### src/sps_regs.svh
// register addresses, field positions and reset values of the page stack
// assumes inclusion by the page stack module and its testbench only
`ifndef SPS_REGS_SVH
`define SPS_REGS_SVH

// special-function addresses, all reachable from every page
`define SPS_PAGE_ADDR    8'ha7
`define SPS_LVL1_ADDR    8'h85
`define SPS_LVL2_ADDR    8'h86
`define SPS_CTRL_ADDR    8'h84

// control register field position
`define SPS_CTRL_AUTO_BIT 0

// reset values
`define SPS_PAGE_RST     8'h00
`define SPS_LVL_RST      8'h00
`define SPS_CTRL_AUTO_RST 1'b1

`endif

### src/sps_pkg.sv
// types shared by the page stack modules
// assumes sps_regs.svh is compiled alongside
`default_nettype none

package sps_pkg;

    // one special-function access from the core, same clock
    typedef struct packed {
        logic       wr;
        logic       rd;
        logic [7:0] addr;
        logic [7:0] wdata;
    } sps_sfr_req_type;

    // stack movement in one cycle
    typedef enum logic [2:0] {
        SPS_OP_IDLE = 3'b001,
        SPS_OP_PUSH = 3'b010,
        SPS_OP_POP  = 3'b100
    } sps_op_type;

endpackage

`default_nettype wire

### src/sps_level.sv
// one byte of the page stack: software write, push load, pop load
// assumes the caller resolves priorities into op and sw_we
`timescale 1ns/1ns
`default_nettype none

module sps_level
    import sps_pkg::*;
#(
    parameter logic [7:0] RST_VAL = 8'h00
) (
    input  wire logic       clock,
    input  wire logic       rst,
    input  wire sps_op_type op,
    input  wire logic       sw_we,
    input  wire logic [7:0] sw_data,
    input  wire logic [7:0] push_in,
    input  wire logic [7:0] pop_in,
    output var  logic [7:0] level_q
);

    logic [7:0] level_d;

    ////////////////////////////////////////////////////////////////////////
    // stack movement outranks a software write in the same cycle
    always_comb begin
        level_d = level_q;
        case (op)
            SPS_OP_PUSH: level_d = push_in;
            SPS_OP_POP:  level_d = pop_in;
            SPS_OP_IDLE: begin
                if (sw_we) begin
                    level_d = sw_data;
                end
            end
            default:     level_d = level_q;
        endcase
    end

    // level storage
    always_ff @(posedge clock) begin
        if (rst) begin
            level_q <= RST_VAL;
        end else begin
            level_q <= level_d;
        end
    end

endmodule

`default_nettype wire

### src/sps_page_stack.sv
// page selection and page stack for the special-function register space
// assumes the core issues accesses and interrupt events on this clock
//
// How it works
// RL1: three stack bytes, each its own register
// RL2: current page register is the stack top
// RL3: push only on interrupt service
// RL4: pop only on interrupt exit
// RL5: auto paging loads the interrupting peripheral page
// RL6: exit restores level beneath, as software left
// RL7: auto enable clear stops switching and stack
// RL8: page write sets page for later accesses
// RL9: page read returns page in use
// RL10: page register access never moves the stack
// RL11: page at 0xa7, all pages, resets zero
// RL12: push shifts down, pop shifts back up
`timescale 1ns/1ns
`default_nettype none

`include "sps_regs.svh"

module sps_page_stack
    import sps_pkg::*;
#(
    parameter int DEPTH = 3
) (
    input  wire logic            clock,
    input  wire logic            rst,
    input  wire sps_sfr_req_type sfr_req,
    input  wire logic            int_enter,
    input  wire logic [7:0]      int_page,
    input  wire logic            reti,
    output var  logic [7:0]      sfr_rdata,
    output var  logic            sfr_rd_valid,
    output var  logic [7:0]      cur_page,
    output var  logic            auto_page_enable
);

    ////////////////////////////////////////////////////////////////////////
    // elaboration check: three addresses exist, so exactly three levels
    if (DEPTH != 3) begin : g_bad_depth
        $error("sps_page_stack: DEPTH must be 3");
    end

    // address of each stack level, top first
    localparam logic [7:0] LVL_ADDR [0:2] = '{
        `SPS_PAGE_ADDR,
        `SPS_LVL1_ADDR,
        `SPS_LVL2_ADDR
    };

    // reset value of each stack level
    localparam logic [7:0] LVL_RST [0:2] = '{
        `SPS_PAGE_RST,
        `SPS_LVL_RST,
        `SPS_LVL_RST
    };

    ////////////////////////////////////////////////////////////////////////
    // control register: automatic page enable

    logic       auto_q;
    logic       auto_d;
    logic       ctrl_wr;

    // the control register decodes on every page
    assign ctrl_wr = sfr_req.wr && (sfr_req.addr == `SPS_CTRL_ADDR);

    // next value of the enable bit
    always_comb begin
        auto_d = auto_q;
        if (ctrl_wr) begin
            auto_d = sfr_req.wdata[`SPS_CTRL_AUTO_BIT];
        end
    end

    // enable register
    always_ff @(posedge clock) begin
        if (rst) begin
            auto_q <= `SPS_CTRL_AUTO_RST;
        end else begin
            auto_q <= auto_d;
        end
    end

    assign auto_page_enable = auto_q;

    ////////////////////////////////////////////////////////////////////////
    // stack movement decision

    sps_op_type op;

    // entry outranks exit; no push or pop while auto paging is off
    always_comb begin
        op = SPS_OP_IDLE;                          // [RL10]
        if (auto_q && int_enter) begin
            op = SPS_OP_PUSH;                      // [RL3] [RL5] [RL7]
        end else if (auto_q && reti) begin
            op = SPS_OP_POP;                       // [RL4] [RL7]
        end
    end

    ////////////////////////////////////////////////////////////////////////
    // stack levels, level 0 is the current page

    logic [7:0] lvl_q   [0:DEPTH-1];
    logic [7:0] push_in [0:DEPTH-1];
    logic [7:0] pop_in  [0:DEPTH-1];
    logic       lvl_we  [0:DEPTH-1];

    for (genvar i = 0; i < DEPTH; i++) begin : g_lvl
        // push loads the page above, the top takes the peripheral page
        if (i == 0) begin : g_top
            assign push_in[i] = int_page;          // [RL5]
        end else begin : g_below
            assign push_in[i] = lvl_q[i-1];        // [RL12]
        end

        // pop loads the page below, the last level keeps its byte
        if (i == DEPTH - 1) begin : g_last
            assign pop_in[i] = lvl_q[i];
        end else begin : g_above
            assign pop_in[i] = lvl_q[i+1];         // [RL6] [RL12]
        end

        // each level is its own register on every page
        assign lvl_we[i] = sfr_req.wr
                           && (sfr_req.addr == LVL_ADDR[i]); // [RL1] [RL11]

        sps_level #(
            .RST_VAL (LVL_RST[i])
        ) u_level (
            .clock   (clock),
            .rst     (rst),
            .op      (op),
            .sw_we   (lvl_we[i]),
            .sw_data (sfr_req.wdata),
            .push_in (push_in[i]),
            .pop_in  (pop_in[i]),
            .level_q (lvl_q[i])
        );
    end

    // the page in use is simply the stack top
    assign cur_page = lvl_q[0];                    // [RL2] [RL8]

    ////////////////////////////////////////////////////////////////////////
    // read path: registered data, one cycle after the request

    logic [7:0] rdata_d;
    logic       rvalid_d;

    // read decode, reserved control bits read zero
    always_comb begin
        rdata_d  = sfr_rdata;
        rvalid_d = 1'b0;
        if (sfr_req.rd) begin
            rvalid_d = 1'b1;
            case (sfr_req.addr)
                `SPS_PAGE_ADDR: rdata_d = lvl_q[0]; // [RL9]
                `SPS_LVL1_ADDR: rdata_d = lvl_q[1]; // [RL1]
                `SPS_LVL2_ADDR: rdata_d = lvl_q[2]; // [RL1]
                `SPS_CTRL_ADDR: begin
                    rdata_d = 8'h00;
                    rdata_d[`SPS_CTRL_AUTO_BIT] = auto_q;
                end
                default: begin
                    rdata_d  = sfr_rdata;
                    rvalid_d = 1'b0;
                end
            endcase
        end
    end

    // read data and valid registers
    always_ff @(posedge clock) begin
        if (rst) begin
            sfr_rdata    <= 8'h00;
            sfr_rd_valid <= 1'b0;
        end else begin
            sfr_rdata    <= rdata_d;
            sfr_rd_valid <= rvalid_d;
        end
    end

    // helper terms read by the checks only
    logic any_lvl_wr;
    logic deep_wr;
    assign any_lvl_wr = lvl_we[0] || lvl_we[1] || lvl_we[2];
    assign deep_wr    = lvl_we[1] || lvl_we[2];
endmodule

`default_nettype wire

### config.mk
export PLATFORM = sky130hd
export DESIGN_NAME = sps_page_stack
export DESIGN_NICKNAME = d
export VERILOG_FILES = /design/src/sps_pkg.sv /design/src/sps_level.sv /design/src/sps_page_stack.sv
export VERILOG_INCLUDE_DIRS = /design/src
export SDC_FILE = /design/constraint.sdc
export NUM_CORES = 1
export LEC_CHECK = 0
export BUFFER_PORTS_ARGS = -buffer_cell sky130_fd_sc_hd__buf_2
export CORE_UTILIZATION = 51
export CTS_CLUSTER_SIZE = 20
export DETAILED_ROUTE_END_ITERATION = 10
export GPL_TIMING_DRIVEN = 0
export PLACE_DENSITY = 0.74
export SLEW_MARGIN = 20
export SYNTH_ARGS = -nofsm -noshare
export SYNTH_HDL_FRONTEND = slang
export SYNTH_HIERARCHICAL = 1
export SYNTH_SLANG_ARGS = --single-unit
### constraint.sdc
create_clock -name clock -period 2.44 [get_ports clock]
set_clock_uncertainty 0.1 [all_clocks]
set_input_delay 0.244 -clock clock [delete_from_list [all_inputs] [get_ports clock]]
set_output_delay 0.244 -clock clock [all_outputs]
set_load 0.02 [all_outputs]
Yosys cells after proc, flatten, opt, wreduce, memory -nomap -nowiden
Cells that the tools add are included.
- flip-flop bits (word level): 34
- input bits: 30
- output and inout port bits: 18
- logic and storage cells: 42
- equal/unequal tests: 10
- multiplexer cells: 10
- bitwise logic cells: 1
- reductions and logical operators: 15
- operators by type and width (operator ; count):
    $pmux W8 S3 ; 2
    $eq A8 B8 Y1 const B ; 4
    $pmux W8 S4 ; 1
    $mux W8 ; 3
    $pmux W8 S2 ; 1
    $reduce_and A2 Y1 ; 4
    $logic_and A1 B1 Y1 ; 6
    $mux W3 ; 2
    $ne A2 B1 Y1 const B ; 3
    $reduce_bool A4 Y1 ; 1
    $reduce_or A4 Y1 ; 1
    $eq A3 B1 Y1 const B ; 1
    $eq A3 B2 Y1 const B ; 1
    $eq A3 B3 Y1 const B ; 1
    $reduce_bool A3 Y1 ; 1
    $reduce_bool A2 Y1 ; 1
    $reduce_or A2 Y1 ; 1
    $mux W1 ; 1
    $not A1 Y1 ; 1

Logic depth before layout (Yosys ltp)
Gate-level depths: netlist (run 1).
- depth in word-level cells: 6
- depth in mapped cells: 8
- mapped depth without buffers: 6

Cells and area by module
The synthesis (run 1) kept the hierarchy.
- modules (own cells, without submodules) (module ; times used ; cells an instance ; area each (sq um) ; seq. area each (sq um)):
    sps_level ; 3 ; 70 ; 571.8 ; 160.2
    sps_page_stack ; 1 ; 105 ; 825.8 ; 200.2

Worst setup path before layout (run 1)
No wires, ideal clock.
- path kind: input port to flip-flop
- start: in sfr_req[14] (netlist bit)
- end: reg g_lvl[1].u_level.level_q[0]
- setup time: 139 ps
- arrival: 1828 ps
- data required time: 2201 ps
- setup slack: 373 ps
- stages on the path: 8
- buffers on the path: 2
- cells stage by stage: nand4bb_1 buf_2 nor2_2 and3_1 nor4bb_1 or4_1 buf_2 o32ai_1
- RTL lines (what ; RTL line ; RTL):
    start: declaration ; sps_page_stack.sv:29 ; input wire sps_sfr_req_type sfr_req,
    end signal: assignment ; sps_level.sv:44 ; level_q <= level_d;
    end: declaration ; sps_level.sv:18 ; output var logic [7:0] level_q

==> summary.md, run 1 <==
| Metric | Value |
|---|---|
| Seq cells post-synth | 34 |
| Fraction of layout cells with a size suffix above 1 | 0.379 |
| Number of DRC markers in iteration 0 | 258 |
| Routed via count | 2601 |
| Final Hold Fails | 0 |
| Clock sink total | 34 |
| Worst endpoint required time | 2.52 ns |
| TritonCTS clock tree | done |
| Clock insertion delay at the later pin of the skew report | 0.28 ns |
| Startpoint Class | input port |
| Setup slack after layout | 0.270 ns |
| DIE AREA | 5270 sq um |
| Worst Setup End Kind | flip-flop |
| Area delta synth->final | 16.1% |
| R2R Setup Slk | 0.30 ns |
| Die height | 72.6 microns |
| CP top delay family | buffers and inverters |
| # Max-Cap Violations | 0 |
| HP Class | in2reg |
| CP cell instances | buf_2, clkbuf_1, buf_2, nand4_1, nor3_1, nor4bb_2, o31ai_2, o32ai_1 |
| Post-Syn Nets | 345 |
| Slew Limit Fails | 0 |
| Grt total ovfl | 0 |
| Number of flops mapped to enable cells by yosys | 0 |
| Period Utilization, post-route | 0.889 |
| Crit Path Class | in2reg |
| Slew @ Worst Pin | 0.643 ns |
| Tot GR Track Use | 0.299 |
| Vias per std cell | 5.97 |
| Worst EP arrival | 2.25 ns |
| VDD IR max | 0.000347 V |
| Slowest stage cell on the critical path | nor4bb_2 |
| Max H-tree Level | 2 |
| Final nets | 399 |
| DIE WIDTH | 72.6 microns |
| Ys async rst share | 0 |
| Post-route ant nets | 0 |
| Initial core utilization | 0.534 |
| Pwr dens | 461 nW/um^2 |
| Wire length per cell | 16.9 microns |
| Core area | 4750 sq um |
| Ports | 48 |
| Post-synth cell types | 43 |
| First-pass GRT wire length | 11900 microns |
| Fmax | 0.461 GHz |
| Total wire length | 7390 microns |
| Largest stage delay, worst path | 0.40 ns |
| Largest net degree at the start of global routing | 11 |
| # diodes | 0 |
| Layout Cells excl Fill | 436 |
| Sequential cell area fraction in the yosys report | 0.268 |
| Area of the multi-input gates | 1600 sq um |
| Most used cell, CP | buf_2 |
| Rows | 25 |
| Clock-pin slew on the worst setup and hold paths | 0.06 ns |
| Hold-fix buffers at CTS | 0 |
| Fin crit period | 2.17 ns |
| DP Worst Slack | -0.0624 ns |
| PortBufs | 47 |
| DRC viols | 0 |
| Initial DRT Pass Iterations | 4 |
| Routability cong. | 0.964 |
| Dpl cells | 429 |
| Status | finished clean |
| Mean Syn Cell Area | 8.07 sq um |
| Clock tree buffer depth | 2 |
| CP max FO | 10 |
| Filler cell count | 462 |
| Slew HR | 0.567 |
| Core Util, Final | 0.621 |
| Reg area | 681 sq um |
| Syn. warnings | 6 |
| Vias in the first global route | 2341 |
| Initial antenna violation count | 0 |
| Area of the mapped netlist | 2540 sq um |
| Root Buffer | clkbuf_8 |
| CTS Buf Count | 5 |
| Final setup fails | 0 |
| Leakage | 1.05 nW |
| Most common cell after layout, fill and taps aside | buf_2 |
| RSZ-0062 raised after global routing | no |
| TNS Setup | 0 ns |
| Buffers and inverters on the worst path | 3 |
| Main synth FF type | dfxtp_1 |
| HPWL Detailed | 5590 microns |
| Post-Synthesis Cells | 315 |
| Commonest non-fill, non-tap cells in the layout | buf_2, or3b_2, a21oi_1 |
-- cells by family (layout without fill, tap and decap cells) --
group,after synthesis,count (layout),synth area share
xor gates and xnor gates,3,3,0.0103
and+or+nand+nor,103,103,0.295
muxes,2,2,0.00837
DFF,34,34,0.268
buffers and inverters,64,118,0.108
AOI/OAI and AO/OA,109,109,0.310
-- final timing paths --
| path | from | end | depth (start not counted) |
|---|---|---|---|
| max reg2reg | auto_page_enable | g_lvl[0].u_level/level_q[2] | 6 |
| max | sfr_req[8] | g_lvl[0].u_level/level_q[2] | 8 |
| min reg2reg | sfr_rdata[7] | sfr_rdata[7] | 2 |
| min | rst | sfr_rd_valid | 2 |
-- registers in the layout, summed over array words and instances, names as in the netlist --
name                   cells
g_lvl.u_level/level_q     24
sfr_rdata                  8
auto_page_enable           1
sfr_rd_valid               1
-- metal layers --
layer	track usage	share of wire	vias to the layer above
met5	0	0	-
met4	0.126	0.033	0
met3	0.0608	0.086	21
met2	0.474	0.45	120
met1	0.396	0.43	1182
li1	-	-	1278
-- per-stage QoR --
stage / hold WS [ns] / instance area, sq um / power, mW
global placement: 0.378 / 2860 / 0.967
CTS: 0.172 / 2940 / 1.36
floorplan: 0.227 / 2540 / 0.858
finish: 0.174 / 2950 / 1.36
global route: 0.180 / 2950 / 1.43
detailed placement: 0.388 / 2860 / 0.975
-- cell usage after synthesis (all sizes together) (8+ instances only) --
cell,instances,area share
a21oi,48,0.095
or3b,48,0.17
dfxtp,34,0.27
inv,31,0.046
o32ai,24,0.083
buf,20,0.041
nand2,14,0.021
nor2,11,0.020
nor3b,8,0.024
-- report_power, final --
part           switching [mW]  internal (mW)  total (mW)
sequential             0.0482          0.584       0.632
clock                   0.195          0.191       0.386
combinational           0.196          0.146       0.342
-- area by class of cell --
type                    count  area share
multi-input cells         217       0.542
well taps                  67      0.0284
plain buffers              26      0.0445
inverters                  38      0.0483
clock inverters             2     0.00339
clock buffers               5      0.0233
repair buffers             47      0.0797
flip-flops and latches     34       0.231
-- repair_timing --
| item | 4_1_cts | 5_1_grt |
|---|---|---|
| endpoints found under the hold margin | 0 | 0 |
| gates resized for setup | 0 | 2 |
| setup buffers | 0 | 0 |
| setup endpoints to repair | 0 | 2 |
Power figures use the tool's default switching activity.
==> run 2, diff against run 1 <==
--- a/config.mk
+++ b/config.mk
@@ -11,9 +11,8 @@
 export CTS_CLUSTER_SIZE = 20
 export DETAILED_ROUTE_END_ITERATION = 10
 export GPL_TIMING_DRIVEN = 0
-export PLACE_DENSITY = 0.74
+export PLACE_DENSITY = 0.76
 export SLEW_MARGIN = 20
 export SYNTH_ARGS = -nofsm -noshare
 export SYNTH_HDL_FRONTEND = slang
-export SYNTH_HIERARCHICAL = 1
 export SYNTH_SLANG_ARGS = --single-unit
==> run 2 against run 1 <==
Effect of this change:
- via count is 20% lower
- maximum frequency is 9.8% higher
- sequential cell count stayed put
- first-iteration DRC count is 45% lower
- register-to-register slack better by 0.16 ns
- critical endpoint is now g_lvl[1].u_level.level_q[3]
- largest cell class unchanged
==> summary.md, run 2 <==
| Metric | Value |
|---|---|
| Status | finished clean |
| Routability cong. | 0.868 |
| VDD IR max | 0.000378 V |
| Rows | 22 |
| Core area | 3740 sq um |
| Reg with most FFs | g_lvl.u_level.level_q |
| Reg-to-Reg Start | auto_page_enable |
| RSZ-0062 raised after global routing | no |
| Post-CTS setup buffer count | 0 |
| Ys async rst share | 0 |
| TritonCTS clock tree | done |
| Total wire length | 5650 microns |
| Pwr dens | 533 nW/um^2 |
| Wire length per cell | 16.2 microns |
| Met3 Resource Use GR | 0.0694 |
| Sequential cell area fraction in the yosys report | 0.334 |
| HPWL Detailed | 3860 microns |
| # diodes | 0 |
| Area contributors post-synth | dfxtp_1, mux2i_1, o221ai_1 |
| Clock-pin slew on the worst setup and hold paths | 0.08 ns |
| Commonest non-fill, non-tap cells in the layout | buf_2, dfxtp_1, nand2_1 |
| DRC viols | 0 |
| DP Worst Slack | 0.320 ns |
| Hold Path Stages | 2 |
| Post-synth cell types | 39 |
| Worst-case reg-to-reg path depth | 7 |
| Fin crit period | 1.98 ns |
| Period Utilization, post-route | 0.810 |
| Clock insertion delay at the later pin of the skew report | 0.29 ns |
| Largest net degree at the start of global routing | 12 |
| Max H-tree Level | 2 |
| Clock tree buffer depth | 2 |
| Crit Path Class | reg2reg |
| Post-route ant nets | 0 |
| Filler cell count | 355 |
| Endpoint, Worst Hold | sfr_rd_valid |
| Post-synthesis cell type with the largest combined area | dfxtp_1 |
| Min-delay src | rst |
| Post-Synthesis Cells | 246 |
| Routed via count | 2088 |
| Main synth FF type | dfxtp_1 |
| # Max-Cap Violations | 0 |
| Worst EP arrival | 2.04 ns |
| Slew @ Worst Pin | 1.10 ns |
| R2R Setup Slk | 0.46 ns |
| Leakage | 1.08 nW |
| Area of the mapped netlist | 2040 sq um |
| Crit path from | auto_page_enable |
| Synth top area share | 0.334 |
| TNS Setup | 0 ns |
| Die height | 65.3 microns |
| Post-synth top cells | dfxtp_1, nand2_1, nor2_1 |
| Startpoint Class | flip-flop |
| R2r endpoint | g_lvl[1].u_level.level_q[3] |
| DIE WIDTH | 65.3 microns |
| Seq cells post-synth | 34 |
| Met2 GRT Util | 0.442 |
| Fmax | 0.506 GHz |
| Tot GR Track Use | 0.279 |
| DIE AREA | 4260 sq um |
| Final nets | 329 |
| Hold-fix buffers at CTS | 0 |
| Final setup fails | 0 |
| CP max FO | 10 |
| HP Class | in2reg |
| Number of gates resized after CTS | 0 |
| First-pass GRT wire length | 8940 microns |
| Max FFs per register | 24 |
| Initial antenna violation count | 0 |
| Initial DRT Pass Iterations | 5 |
| Grt total ovfl | 0 |
| CTS Buf Count | 5 |
| Slew HR | 0.261 |
| Grt peak-use layer | met2 |
| Vias per std cell | 6.00 |
| Area delta synth->final | 18.5% |
| Top-count cell post-synth | dfxtp_1 |
| GR Layer Usage met1 | 0.375 |
| Clock sink total | 34 |
| PortBufs | 46 |
| Number of DRC markers in iteration 0 | 142 |
| Initial core utilization | 0.545 |
| Mean Syn Cell Area | 8.30 sq um |
| Vias in the first global route | 1805 |
| Worst endpoint required time | 2.51 ns |
| Root Buffer | clkbuf_8 |
| Most common cell after layout, fill and taps aside | buf_2 |
| Setup slack after layout | 0.464 ns |
| Slew Limit Fails | 0 |
| Number of flops mapped to enable cells by yosys | 0 |
| Fraction of layout cells with a size suffix above 1 | 0.233 |
| Worst Setup End Kind | flip-flop |
| Syn. warnings | 0 |
| Final Hold Fails | 0 |
| Post-Syn Nets | 276 |
| Ports | 48 |
| Largest regs | g_lvl.u_level.level_q x24, sfr_rdata x8 |
[run 2: routing by layer]
layer | up-vias | wire, microns
met1 | 963 | 2440
met3 | 5 | 512
li1 | 1018 | -
met2 | 102 | 2640
met5 | - | 0
met4 | 0 | 46
[run 2: how the worst max path moves through the flow]
stage	slack, ns	endpoint	cells after the start
4_1_cts	0.52	g_lvl[1].u_level.level_q[3]	7
3_3_place_gp	0.36	sfr_rdata[5]	5
6_report	0.46	g_lvl[1].u_level.level_q[3]	7
3_5_place_dp	0.32	sfr_rdata[5]	5
5_1_grt	0.38	g_lvl[1].u_level.level_q[3]	7
2_1_floorplan	0.66	g_lvl[1].u_level.level_q[0]	7
[run 2: final cells by class]
| cell class | count | area (sq um) | share of cell area |
|---|---|---|---|
| clock inverter | 2 | 13.8 | 0.00569 |
| timing repair buffer | 46 | 230 | 0.0952 |
| sequential | 34 | 681 | 0.282 |
| tap | 48 | 60.1 | 0.0248 |
| inverter | 8 | 30.0 | 0.0124 |
| multi-input combinational | 183 | 1210 | 0.499 |
| buffer | 21 | 124 | 0.0512 |
| clock buffer | 6 | 72.6 | 0.0300 |
[run 2: through the flow]
| stage | util | instance area [sq um] | power [mW] | instances | hold slack, ns |
|---|---|---|---|---|---|
| after global routing | 0.646 | 2420 | 1.34 | 348 | 0.0903 |
| after detailed placement | 0.623 | 2330 | 0.876 | 340 | 0.385 |
| after global placement | 0.623 | 2330 | 0.871 | 340 | 0.370 |
| after CTS | 0.646 | 2420 | 1.29 | 348 | 0.0875 |
| after floorplan | - | 2040 | 0.791 | 246 | 0.305 |
| final | 0.646 | 2420 | 1.29 | 348 | 0.0856 |
[run 2: cell families after synthesis]
kind of cell	after synthesis	synth area share
xor+xnor	1	0.00429
flops	34	0.334
buf+inv	29	0.0754
compound gates	77	0.283
mux	17	0.0834
simple gates	88	0.220
[run 2: worst max-delay path, cell delays in order (launching register included)]
cell      delay (ns)
dfxtp_1         0.36
clkbuf_1        0.38
o21a_1          0.20
buf_6           0.14
a31o_2          0.10
buf_2           0.28
mux2i_1         0.22
nor2_1          0.06
[run 2: where the power goes]
part           switching [mW]  internal [mW]  total, mW
Sequential             0.0269          0.584      0.611
Combinational           0.144          0.112      0.256
Clock                   0.221          0.201      0.422
==> run 3, diff against run 2 <==
--- a/config.mk
+++ b/config.mk
@@ -7,11 +7,11 @@
 export NUM_CORES = 1
 export LEC_CHECK = 0
 export BUFFER_PORTS_ARGS = -buffer_cell sky130_fd_sc_hd__buf_2
-export CORE_UTILIZATION = 51
+export CORE_UTILIZATION = 48
 export CTS_CLUSTER_SIZE = 20
 export DETAILED_ROUTE_END_ITERATION = 10
 export GPL_TIMING_DRIVEN = 0
-export PLACE_DENSITY = 0.76
+export PLACE_DENSITY = 0.75
 export SLEW_MARGIN = 20
 export SYNTH_ARGS = -nofsm -noshare
 export SYNTH_HDL_FRONTEND = slang
==> constraint.sdc (replaced) <==
create_clock -name clock -period 1.8 [get_ports clock]
set_clock_uncertainty 0.1 [all_clocks]
set_input_delay 0.18 -clock clock [delete_from_list [all_inputs] [get_ports clock]]
set_output_delay 0.18 -clock clock [all_outputs]
set_load 0.02 [all_outputs]
==> run 3 against run 2 <==
Effect of this change:
- clock power is 110% higher
- non-clock buffer count is 1 lower
- highest routed layer unchanged
- clock-buffer cell count is 1 lower
- maximum frequency is 16% higher
- largest cell class unchanged
- critical path depth is 2 lower
- hold slack worse by 0.073 ns
- register-to-register slack worse by 0.37 ns
- combinational power is 38% higher
==> summary.md, run 3 (synthesis results as in run 2) <==
| Metric | Value |
|---|---|
| Largest regs | g_lvl.u_level.level_q x24, sfr_rdata x8 |
| First-pass GRT wire length | 8730 microns |
| # diodes | 0 |
| Final setup fails | 0 |
| Pwr dens | 823 nW/um^2 |
| DIE AREA | 4520 sq um |
| Leakage | 1.11 nW |
| Vias in the first global route | 1800 |
| R2R Setup Slk | 0.09 ns |
| DIE WIDTH | 67.2 microns |
| Hold Path Stages | 2 |
| Grt total ovfl | 0 |
| Post-CTS setup buffer count | 0 |
| Most common cell after layout, fill and taps aside | buf_2 |
| Status | finished clean |
| Reg with most FFs | g_lvl.u_level.level_q |
| Slew HR | 0.379 |
| Layout Cells excl Fill | 349 |
| CTS Buf Count | 5 |
| Ports | 48 |
| Clock tree buffer depth | 2 |
| DRC viols | 0 |
| Root Buffer | clkbuf_8 |
| Max H-tree Level | 2 |
| Routed via count | 2108 |
| CP max FO | 9 |
| Worst Setup End Kind | flip-flop |
| PortBufs | 46 |
| Final Hold Fails | 0 |
| Area delta synth->final | 21.9% |
| Slew @ Worst Pin | 0.929 ns |
| Fin crit period | 1.71 ns |
| Die height | 67.2 microns |
| Endpoint, Worst Hold | sfr_rd_valid |
| Worst EP arrival | 1.76 ns |
| HPWL Detailed | 3860 microns |
| Cell Area, Placed | 2330 sq um |
| Finished Cell Area | 2490 sq um |
| Initial core utilization | 0.507 |
| Slew Limit Fails | 0 |
| Vias per std cell | 6.04 |
| R2r endpoint | g_lvl[2].u_level.level_q[5] |
| Largest net degree at the start of global routing | 13 |
| Final nets | 328 |
| Reg-to-Reg Start | auto_page_enable |
| Post-route ant nets | 0 |
| # Max-Cap Violations | 0 |
| Core area | 4030 sq um |
| Total wire length | 5750 microns |
| Number of DRC markers in iteration 0 | 163 |
| Tot GR Track Use | 0.262 |
| Worst-case reg-to-reg path depth | 5 |
| Initial antenna violation count | 0 |
| Period Utilization, post-route | 0.948 |
| Worst endpoint required time | 1.86 ns |
| Max FFs per register | 24 |
| Initial DRT Pass Iterations | 4 |
| Dpl cells | 342 |
| Commonest non-fill, non-tap cells in the layout | buf_2, dfxtp_1, nand2_1 |
| Crit Path Class | reg2reg |
| VDD IR max | 0.000693 V |
| Clock sink total | 34 |
| Fmax | 0.586 GHz |
| Routability cong. | 0.857 |
| Clock-pin slew on the worst setup and hold paths | 0.08 ns |
| Clock insertion delay at the later pin of the skew report | 0.29 ns |
| Min-delay src | rst |
| TritonCTS clock tree | done |
| Rows | 23 |
| Wire length per cell | 16.5 microns |
| Startpoint Class | flip-flop |
| Fraction of layout cells with a size suffix above 1 | 0.247 |
| HP Class | in2reg |
[run 3: how the worst max path moves through the flow]
stage / from / to / slack, ns / cells after the start
6_report: auto_page_enable / g_lvl[2].u_level.level_q[5] / 0.09 / 5
5_1_grt: auto_page_enable / g_lvl[2].u_level.level_q[2] / -0.0007 / 5
4_1_cts: auto_page_enable / g_lvl[1].u_level.level_q[0] / 0.02 / 7
3_5_place_dp: sfr_req[11] / sfr_rdata[4] / -0.20 / 5
3_3_place_gp: sfr_req[11] / sfr_rdata[5] / -0.22 / 5
2_1_floorplan: auto_page_enable / g_lvl[1].u_level.level_q[0] / 0.02 / 7
[run 3: through the flow]
| step | setup slack (ns) | power, mW | setup TNS, ns | utilization | hold WS [ns] |
|---|---|---|---|---|---|
| 6_report | 0.0935 | 2.05 | 0 | 0.617 | 0.0123 |
| 5_1_grt | -0.000672 | 2.12 | -0.000672 | 0.617 | 0.0182 |
| 4_1_cts | 0.0224 | 2.04 | 0 | 0.614 | 0.00916 |
| 3_5_place_dp | -0.199 | 1.19 | -3.30 | 0.579 | 0.319 |
| 3_3_place_gp | -0.224 | 1.18 | -3.43 | 0.579 | 0.315 |
| 2_1_floorplan | 0.0203 | 1.07 | 0 | - | 0.241 |
[run 3: layout make-up]
type,instances,area [sq um]
multi-input cells,183,1220
repair buffers,46,230
well taps,50,62.6
clock buffers,5,68.8
clock inverters,3,68.8
fillers,375,1540
inverters,8,30.0
plain buffers,20,121
flip-flops and latches,34,681
[run 3: critical path: stages, from the launching register on]
cell	delay, ns
dfxtp_1	0.33
o21ai_2	0.21
and2_1	0.19
buf_2	0.21
a22o_1	0.39
a211oi_1	0.13
[run 3: layer usage]
metal	vias to the layer above	wire length, microns	global-route usage
met5	-	0	0
met4	0	66	0.0931
met3	8	367	0.0490
met2	83	2760	0.413
met1	1000	2550	0.355
li1	1017	-	-
[run 3: power breakdown]
part	switching, mW	internal (mW)
logic	0.199	0.153
registers	0.0369	0.791
clock network	0.311	0.555
total	0.546	1.50
[run 3: timing repair]
action | in CTS | in global routing
endpoints found under the setup margin | 13 | 16
gates resized for setup | 1 | 5
hold buffers | 0 | 0
